### src/logic/ils_pkg.sv
// Constants shared by the interrupt latch and enable sequencer.
package ils_pkg;

    // ==========================================================
    // Register addresses in the special-function space.
    localparam logic [7:0] ADDR_EN_UPPER  = 8'h2c;
    localparam logic [7:0] ADDR_LAT_UPPER = 8'h2e;
    localparam logic [7:0] ADDR_EN_LOW    = 8'h3a;
    localparam logic [7:0] ADDR_EN_HIGH   = 8'h3b;
    localparam logic [7:0] ADDR_LAT_LOW   = 8'h3c;
    localparam logic [7:0] ADDR_LAT_HIGH  = 8'h3d;

    // ==========================================================
    // Field positions and reset values.
    localparam int         IME_BIT        = 0;
    localparam int         PSW_IME_BIT    = 0;
    localparam int         LAT_LOW_FIRST  = 2;
    localparam int         EN_LOW_FIRST   = 4;
    localparam logic [7:0] REG_RESET      = 8'h00;

    // ==========================================================
    // Source numbering.
    localparam int         SRC_COUNT      = 24;
    localparam logic [4:0] SRC_SOFT       = 5'h01;
    localparam logic [4:0] SRC_FIRST_MASK = 5'h04;

    // ==========================================================
    // Acceptance timing in system clocks; ACC_MC counts machine cycles of MC_CLKS clocks.
    localparam int         MC_CLKS        = 4;
    localparam int         ACC_MC         = 8;
    localparam int         WORST_LAT_CLKS = 38;
    localparam logic [4:0] CNT_LAT_CLR    = 5'(1);
    localparam logic [4:0] CNT_PUSH_PSW   = 5'(2 * MC_CLKS);
    localparam logic [4:0] CNT_PUSH_PCH   = 5'(3 * MC_CLKS);
    localparam logic [4:0] CNT_PUSH_PCL   = 5'(4 * MC_CLKS);
    localparam logic [4:0] CNT_VEC_LOAD   = 5'(6 * MC_CLKS);
    localparam logic [4:0] CNT_LAST       = 5'(ACC_MC * MC_CLKS - 1);

    typedef enum logic {
        ILS_IDLE,
        ILS_RUN
    } ils_state_t;

endpackage

### src/logic/ils_pick.sv
// Fixed-priority selector over the eligible interrupt requests.
`timescale 1ns/10ps
module ils_pick
    import ils_pkg::*;
(
    // Eligible requests, one bit per source.
    input  wire logic [SRC_COUNT-1:0] req_i,
    // Winning source.
    output logic                      valid_o,
    output logic [4:0]                idx_o
);

    // ==========================================================
    // Lowest source number wins.
    always_comb begin
        valid_o = 1'b0;
        idx_o   = 5'h00;
        for (int i = SRC_COUNT - 1; i >= 0; i--) begin
            if (req_i[i]) begin
                valid_o = 1'b1;
                idx_o   = 5'(i);
            end
        end
    end

endmodule

### src/logic/ils_seq.sv
// Interrupt latches, enable register and acceptance sequencer.
`timescale 1ns/10ps
module ils_seq
    import ils_pkg::*;
(
    // Clock, reset and enable.
    input  wire logic        sys_clk_i,
    input  wire logic        rst_n_i,
    input  wire logic        ce_i,
    // Special-function register port.
    input  wire logic [7:0]  sfr_addr_i,
    input  wire logic        sfr_wr_i,
    input  wire logic        sfr_rd_i,
    input  wire logic [7:0]  sfr_wdata_i,
    output logic      [7:0]  sfr_rdata_o,
    // Interrupt sources.
    input  wire logic [23:2] src_req_i,
    input  wire logic        swi_i,
    input  wire logic        undef_i,
    // CPU core side.
    input  wire logic        insn_end_i,
    input  wire logic        return_from_maskable_i,
    input  wire logic        return_from_nonmaskable_i,
    input  wire logic        stacked_ime_i,
    input  wire logic [7:0]  psw_i,
    input  wire logic [15:0] pc_i,
    output logic             acc_busy_o,
    output logic      [4:0]  acc_src_o,
    output logic             push_valid_o,
    output logic      [7:0]  push_data_o,
    output logic             sp_dec3_o,
    output logic             vector_load_o,
    output logic             exec_start_o,
    output logic             ime_o,
    output logic             nmi_service_o
);

    // ==========================================================
    // State.
    typedef struct packed {
        ils_state_t  state;
        logic [4:0]  cnt;
        logic [23:2] lat;
        logic [23:4] en;
        logic        ime;
        logic        saved_ime;
        logic [4:0]  src;
        logic        nmi_svc;
        logic [7:0]  rdata;
        logic        busy;
        logic        push_v;
        logic [7:0]  push_d;
        logic        sp_dec;
        logic        vec_ld;
        logic        exec;
    } ils_st_t;

    ils_st_t st_ff;
    ils_st_t nxt_st;

    logic [23:0] elig;
    logic        pk_valid;
    logic [4:0]  pk_idx;
    logic        take_nmi_insn;
    logic        take_any;
    logic [23:2] lat_clr;

    // ==========================================================
    // Helpers.
    function automatic logic wr_hit(input logic [7:0] a, input logic [7:0] target);
        wr_hit = (a == target);
    endfunction

    function automatic logic [7:0] rd_mux(input logic [7:0]  a,
                                          input logic [23:2] lat,
                                          input logic [23:4] en,
                                          input logic        ime);
        rd_mux = REG_RESET;
        unique case (a)
            ADDR_LAT_LOW:   rd_mux = {lat[7:2], 2'b00};
            ADDR_LAT_HIGH:  rd_mux = lat[15:8];
            ADDR_LAT_UPPER: rd_mux = lat[23:16];
            ADDR_EN_LOW:    rd_mux = {en[7:4], 3'b000, ime};
            ADDR_EN_HIGH:   rd_mux = en[15:8];
            ADDR_EN_UPPER:  rd_mux = en[23:16];
            default:        rd_mux = REG_RESET;
        endcase
    endfunction

    // ==========================================================
    // Request selection.
    // non-maskable bypass.
    always_comb begin
        elig        = 24'h000000;
        elig[23:4]  = st_ff.lat[23:4] & st_ff.en & {20{st_ff.ime}};
        elig[3:2]   = st_ff.lat[3:2];
    end

    ils_pick u_pick (
        .req_i   (elig),
        .valid_o (pk_valid),
        .idx_o   (pk_idx)
    );

    assign take_nmi_insn = insn_end_i && (swi_i || undef_i);
    assign take_any      = take_nmi_insn || (insn_end_i && pk_valid);

    // ==========================================================
    // Next state.
    always_comb begin
        nxt_st        = st_ff;
        nxt_st.push_v = 1'b0;
        nxt_st.sp_dec = 1'b0;
        nxt_st.vec_ld = 1'b0;
        nxt_st.exec   = 1'b0;
        lat_clr       = '0;

        // Register reads.
        if (sfr_rd_i) begin
            nxt_st.rdata = rd_mux(sfr_addr_i, st_ff.lat, st_ff.en, st_ff.ime);
        end

        // Register writes.
        if (sfr_wr_i) begin
            if (wr_hit(sfr_addr_i, ADDR_LAT_LOW)) begin
                lat_clr[7:2] = ~sfr_wdata_i[7:2];
            end
            if (wr_hit(sfr_addr_i, ADDR_LAT_HIGH)) begin
                lat_clr[15:8] = ~sfr_wdata_i;
            end
            if (wr_hit(sfr_addr_i, ADDR_LAT_UPPER)) begin
                lat_clr[23:16] = ~sfr_wdata_i;
            end
            if (wr_hit(sfr_addr_i, ADDR_EN_LOW)) begin
                nxt_st.en[7:4] = sfr_wdata_i[7:4];
                nxt_st.ime     = sfr_wdata_i[IME_BIT];
            end
            if (wr_hit(sfr_addr_i, ADDR_EN_HIGH)) begin
                nxt_st.en[15:8] = sfr_wdata_i;
            end
            if (wr_hit(sfr_addr_i, ADDR_EN_UPPER)) begin
                nxt_st.en[23:16] = sfr_wdata_i;
            end
        end

        unique case (st_ff.state)
            ILS_IDLE: begin
                if (return_from_maskable_i || return_from_nonmaskable_i) begin
                    nxt_st.ime = stacked_ime_i;
                    if (return_from_nonmaskable_i) begin
                        nxt_st.nmi_svc = 1'b0;
                    end
                end else if (take_any) begin
                    nxt_st.state     = ILS_RUN;
                    nxt_st.busy      = 1'b1;
                    nxt_st.cnt       = 5'h00;
                    nxt_st.saved_ime = st_ff.ime;
                    nxt_st.ime       = 1'b0;
                    nxt_st.src       = take_nmi_insn ? SRC_SOFT : pk_idx;
                    nxt_st.nmi_svc   = take_nmi_insn || (pk_idx < SRC_FIRST_MASK);
                end
            end
            ILS_RUN: begin
                nxt_st.cnt = st_ff.cnt + 5'h01;
                if (st_ff.cnt == CNT_LAT_CLR) begin
                    for (int i = 2; i < SRC_COUNT; i++) begin
                        if (st_ff.src == 5'(i)) begin
                            lat_clr[i] = 1'b1;
                        end
                    end
                end
                if (st_ff.cnt == CNT_PUSH_PSW) begin
                    nxt_st.push_v = 1'b1;
                    nxt_st.push_d = psw_i;
                    nxt_st.push_d[PSW_IME_BIT] = st_ff.saved_ime;
                end
                if (st_ff.cnt == CNT_PUSH_PCH) begin
                    nxt_st.push_v = 1'b1;
                    nxt_st.push_d = pc_i[15:8];
                end
                if (st_ff.cnt == CNT_PUSH_PCL) begin
                    nxt_st.push_v = 1'b1;
                    nxt_st.push_d = pc_i[7:0];
                    nxt_st.sp_dec = 1'b1;
                end
                if (st_ff.cnt == CNT_VEC_LOAD) begin
                    nxt_st.vec_ld = 1'b1;
                end
                if (st_ff.cnt == CNT_LAST) begin
                    nxt_st.exec  = 1'b1;
                    nxt_st.busy  = 1'b0;
                    nxt_st.state = ILS_IDLE;
                end
            end
        endcase

        nxt_st.lat = (st_ff.lat & ~lat_clr) | src_req_i;
    end

    // ==========================================================
    // Registers.
    // reset clears.
    always_ff @(posedge sys_clk_i or negedge rst_n_i) begin
        if (!rst_n_i) begin
            st_ff <= '0;
        end else if (ce_i) begin
            st_ff <= nxt_st;
        end
    end

    assign sfr_rdata_o   = st_ff.rdata;
    assign acc_busy_o    = st_ff.busy;
    assign acc_src_o     = st_ff.src;
    assign push_valid_o  = st_ff.push_v;
    assign push_data_o   = st_ff.push_d;
    assign sp_dec3_o     = st_ff.sp_dec;
    assign vector_load_o = st_ff.vec_ld;
    assign exec_start_o  = st_ff.exec;
    assign ime_o         = st_ff.ime;
    assign nmi_service_o = st_ff.nmi_svc;

    // ==========================================================
    // Checks.
    latch_set_a: assert property (
        @(posedge sys_clk_i) disable iff (!rst_n_i)
        ce_i && src_req_i[5] |=> st_ff.lat[5])
        else $error("Request did not set its latch.");

    accept_clear_a: assert property (
        @(posedge sys_clk_i) disable iff (!rst_n_i)
        ce_i && st_ff.busy && st_ff.cnt == CNT_LAT_CLR && st_ff.src == 5'h05 && !src_req_i[5]
        |=> !st_ff.lat[5])
        else $error("Accepted latch was not cleared.");

    sw_clear_a: assert property (
        @(posedge sys_clk_i) disable iff (!rst_n_i)
        ce_i && sfr_wr_i && sfr_addr_i == ADDR_LAT_LOW && !sfr_wdata_i[7] && !src_req_i[7]
        |=> !st_ff.lat[7])
        else $error("Write of zero did not clear latch.");

    latch_hold_a: assert property (
        @(posedge sys_clk_i) disable iff (!rst_n_i)
        ce_i && st_ff.lat[9] && !(sfr_wr_i && sfr_addr_i == ADDR_LAT_HIGH)
        && !(st_ff.busy && st_ff.src == 5'h09) |=> st_ff.lat[9])
        else $error("Held request was lost.");

    read_back_a: assert property (
        @(posedge sys_clk_i) disable iff (!rst_n_i)
        ce_i && sfr_rd_i && sfr_addr_i == ADDR_LAT_HIGH |=> sfr_rdata_o == $past(st_ff.lat[15:8]))
        else $error("Latch readback mismatch.");

    nmi_take_a: assert property (
        @(posedge sys_clk_i) disable iff (!rst_n_i)
        ce_i && !st_ff.busy && insn_end_i && st_ff.lat[2] && !return_from_maskable_i && !return_from_nonmaskable_i
        |=> acc_busy_o && !ime_o)
        else $error("Non-maskable request not accepted.");

    mask_block_a: assert property (
        @(posedge sys_clk_i) disable iff (!rst_n_i)
        ce_i && !st_ff.busy && !st_ff.ime && !swi_i && !undef_i && st_ff.lat[3:2] == 2'b00
        |=> !acc_busy_o)
        else $error("Maskable request taken while disabled.");

    seq_end_a: assert property (
        @(posedge sys_clk_i) disable iff (!rst_n_i)
        ce_i && st_ff.busy && st_ff.cnt == CNT_LAST |=> exec_start_o && !acc_busy_o)
        else $error("Acceptance did not end on time.");

    last_push_a: assert property (
        @(posedge sys_clk_i) disable iff (!rst_n_i)
        ce_i && st_ff.busy && st_ff.cnt == CNT_PUSH_PCL |=> push_valid_o && sp_dec3_o)
        else $error("Low program-counter push missing.");

    ime_restore_a: assert property (
        @(posedge sys_clk_i) disable iff (!rst_n_i)
        ce_i && !st_ff.busy && return_from_maskable_i |=> ime_o == $past(stacked_ime_i))
        else $error("Master enable not restored on return.");

    trap_first_a: assert property (
        @(posedge sys_clk_i) disable iff (!rst_n_i)
        ce_i && !st_ff.busy && insn_end_i && st_ff.lat[2] && !swi_i && !undef_i && !return_from_maskable_i && !return_from_nonmaskable_i
        |=> acc_src_o == 5'h02)
        else $error("Lowest latched source was not chosen first.");

    nest_block_a: assert property (
        @(posedge sys_clk_i) disable iff (!rst_n_i)
        ce_i && st_ff.busy && !(sfr_wr_i && sfr_addr_i == ADDR_EN_LOW)
        |=> !ime_o)
        else $error("Master enable rose during acceptance.");

    en_block_a: assert property (
        @(posedge sys_clk_i) disable iff (!rst_n_i)
        ce_i && !st_ff.busy && insn_end_i && !swi_i && !undef_i && st_ff.lat[3:2] == 2'b00
        && (st_ff.lat[23:4] & st_ff.en) == 20'h00000 |=> !acc_busy_o)
        else $error("Source taken without its enable bit.");

    reset_clear_a: assert property (
        @(posedge sys_clk_i)
        !rst_n_i ##1 !rst_n_i |-> st_ff.lat == '0 && st_ff.en == '0 && !st_ff.ime)
        else $error("Reset left a latch or enable set.");

endmodule

### config.mk
export PLATFORM = sky130hd
export DESIGN_NAME = ils_seq
export DESIGN_NICKNAME = d
export VERILOG_FILES = /design/src/logic/ils_pkg.sv /design/src/logic/ils_pick.sv /design/src/logic/ils_seq.sv
export SDC_FILE = /design/constraint.sdc
export NUM_CORES = 1
export LEC_CHECK = 0
export BUFFER_PORTS_ARGS = -buffer_cell sky130_fd_sc_hd__clkbuf_2
export CORE_MARGIN = 2
export CORE_UTILIZATION = 25
export CTS_BUF_LIST = sky130_fd_sc_hd__clkbuf_4 sky130_fd_sc_hd__clkbuf_8
export DETAILED_ROUTE_END_ITERATION = 8
export PLACE_DENSITY = 0.51
export SETUP_SLACK_MARGIN = 0.4
export SLEW_MARGIN = 15
export SYNTH_ARGS = -nofsm -noshare
export SYNTH_HDL_FRONTEND = slang
export SYNTH_SLANG_ARGS = --single-unit
### constraint.sdc
create_clock -name sys_clk_i -period 1.9 [get_ports sys_clk_i]
set_clock_uncertainty 0.15 [all_clocks]
set_input_delay 0.285 -clock sys_clk_i [delete_from_list [all_inputs] [get_ports sys_clk_i]]
set_output_delay 0.285 -clock sys_clk_i [all_outputs]
set_load 0.02 [all_outputs]
==> metrics.cfg <==
[run_status]
status=finished, violations left
violated_checks=DRC, setup timing

[drt]
drt_pre_antenna_iters=9
drc_errors=6
drt-total-wl_mm=17.1
vias_per_cell=5.12
drt-initial-drc-count=437
detailroute.via_count=4582
drt-wirelength-per-cell_um=19.1
antenna_violating_nets_post_route=0

[timing]
max_clock_freq_mhz=486
worst-slew-pin-transition_ns=0.484
layout_setup_ws_ns=-0.156
slew-limit-headroom=0.676
setup_violations=31
timing.final.hold_violations=0
rsz0062_at_grt=true
finalWorstPathRequiredPeriod_ns=2.06
finalHoldWorstSlack_ns=0.000229
report.final.slew_viol_count=0
finalCritPeriodShare=1.08

[clock_tree]
cts_num_sinks=77
root_buffer=sky130_fd_sc_hd__clkbuf_8
clkLatencyLatePin_ns=0.38
cts_tree=done
htreeDepth=3
cts.path.max_buffers=2
clock_pin_slew_on_the_worst_setup_and_hold_paths_ns=0.09
number_of_buffers_added_by_the_clock_tree_synthesis_step=9

[finish]
final_layout_size_suffix_gt1_frac=0.542
final_design_area_no_fill_sq_um=7090
finish.net_count=738
utilization=0.392
layout-area-overhead-vs-synth_pct=53.1
num_antenna_cells=0

[setup_path]
worst_ep_required_time_ns=2.06
rr_worst_depth=5
critical_path_arrival_ns=2.21
criticalPathCategory=reg2reg
timing.rr.start=st_ff[42]
worstReg2RegEnd=st_ff[75]
critPathCaptureType=register
r2r_setup_slack_ns=-0.16
critical_path.startpoint_type=register
launch_point_of_the_critical_path=st_ff[42]
critPathMaxFanout=4

[die]
row_count=49
fp.dieArea_sq_um=19600
die_w_um=140
dieHeight_um=140
pin_count=101
coreArea_sq_um=18100
start_util=0.256

[synthesis]
async_reset_ff_frac=1.00
synth_seq_area_share=0.416
synth_nets=547
yosys.cell_count.top_type=sky130_fd_sc_hd__dfrtp_1
synth_enable_flop_cells=0
yosys_warnings=0
synthesis.area_per_instance_sq_um=9.85
synth_commonest_cells=sky130_fd_sc_hd__dfrtp_1, sky130_fd_sc_hd__nand2_1, sky130_fd_sc_hd__a22o_1
synth-main-ff-cell=sky130_fd_sc_hd__dfrtp_1
ys_types=70
syn-cell-area_sq_um=4630
synth_area_leaders=sky130_fd_sc_hd__dfrtp_1, sky130_fd_sc_hd__a22o_1, sky130_fd_sc_hd__mux2_2
synth_top_cell_area_share=0.416
synth_largest_area_cell=sky130_fd_sc_hd__dfrtp_1
ys_seq_elements=77
syn_inst=470

[power]
vdd.ir_drop.worst_mv=0.317
p_leak_nw=3.08
power_per_cell_area_nw_per_um2=862
totalPowerFinal_mw=6.11

[min_path]
min-delay-start=src_req_i[13]
hold_path_depth=2
hold-path-endpoint=st_ff[60]
worst_hold_path_type=in2reg

[placed_design]
post_dp_cell_area_sq_um=5850
port_buffers=99
hpwlAfterDp_mm=12.8
gp_congestion=0.953

[global_route]
grt_antenna_before_repair=0
grt.total_usage=0.174
grt_pass1_vias=4711
grt-ovfl-total=0
global_route_wire_length_before_repair_mm=26.5
maximum_number_of_pins_on_one_net_before_global_route_repair=35

[run]
timing.max_cap.violations=0

flip-flops by register name, indices dropped and copies added (netlist names):
signal / count
acc_busy_o: 1
acc_src_o: 5
elig: 2
exec_start_o: 1
ime_o: 1
nmi_service_o: 1
push_data_o: 8
push_valid_o: 1
sfr_rdata_o: 8
sp_dec3_o: 1
st_ff: 47
vector_load_o: 1
cells by family after synthesis:
| logic type | synth area share |
|---|---|
| flip-flops | 0.416 |
| AO/OA/AOI/OAI | 0.268 |
| adder cells (fa/ha/maj) | 0.0108 |
| buffers and inverters | 0.0778 |
| multiplexers | 0.0638 |
| AND/OR/NAND/NOR | 0.162 |
| XOR/XNOR | 0.00189 |
per-layer routing:
metal / part of all wire / GRT usage / wire length [um]
met5: 0 / 0 / 0
met4: 0.015 / 0.0500 / 261
met3: 0.056 / 0.0328 / 951
met2: 0.47 / 0.281 / 8100
met1: 0.46 / 0.238 / 7800
worst max path at each step:
| stage | slack, ns | to |
|---|---|---|
| global placement | -0.15 | st_ff[31] |
| detailed placement | -0.21 | st_ff[29] |
| finish | -0.16 | st_ff[75] |
| CTS | -0.12 | st_ff[75] |
| global route | -0.25 | st_ff[75] |
| floorplan | -0.05 | st_ff[41] |
cell type report:
cell class | instances | area (sq um)
Sequential cell | 77 | 1930
Clock buffer | 10 | 131
Clock inverter | 6 | 63.8
Fill cell | 1758 | 11000
Tap cell | 229 | 287
Timing Repair Buffer | 225 | 1710
Inverter | 9 | 37.5
Multi-Input combinational cell | 339 | 2930
what timing repair did:
action | in CTS | in global routing
resized for setup | 97 | 52
buffers inserted | 12 | 8
cloned | 2 | 1
endpoints found under the setup margin | 69 | 82
hold endpoints to repair | 72 | 0
pin swaps | 47 | 50
hold buffers | 20 | 0
per-stage QoR:
step                TNS [ns]  std cells  setup WS, ns
floorplan             -0.438        470       -0.0481
global route           -5.35        895        -0.253
global placement       -3.71        836        -0.153
finish                 -2.25        895        -0.156
CTS                    -2.21        886        -0.119
detailed placement     -4.73        836        -0.206
power by group:
group / internal, mW / switching [mW]
sequential: 1.88 / 0.247
clock: 0.619 / 0.663
combinational: 1.27 / 1.43
total: 3.77 / 2.34
placed cells by master, fill, tap and decap left out, types with 11 or more instances in the layout:
| cell | count |
|---|---|
| sky130_fd_sc_hd__a21oi_2 | 14 |
| sky130_fd_sc_hd__a21oi_1 | 13 |
| sky130_fd_sc_hd__buf_6 | 23 |
| sky130_fd_sc_hd__nand2_1 | 44 |
| sky130_fd_sc_hd__clkbuf_2 | 93 |
| sky130_fd_sc_hd__o21ai_1 | 11 |
| sky130_fd_sc_hd__mux2_2 | 12 |
| sky130_fd_sc_hd__buf_4 | 78 |
| sky130_fd_sc_hd__dlygate4sd3_1 | 20 |
| sky130_fd_sc_hd__nor2_1 | 17 |
| sky130_fd_sc_hd__dfrtp_1 | 72 |
| sky130_fd_sc_hd__a22o_1 | 33 |
| sky130_fd_sc_hd__clkbuf_8 | 11 |
| sky130_fd_sc_hd__o22ai_2 | 19 |
critical path: stages, from the launching register on:
cell,delay [ns]
sky130_fd_sc_hd__dfrtp_1,0.40
sky130_fd_sc_hd__a22o_4,0.28
sky130_fd_sc_hd__o41ai_4,0.47
sky130_fd_sc_hd__a41oi_4,0.26
sky130_fd_sc_hd__o21ai_4,0.25
sky130_fd_sc_hd__a22o_1,0.16
Power figures use the tool's default switching activity.
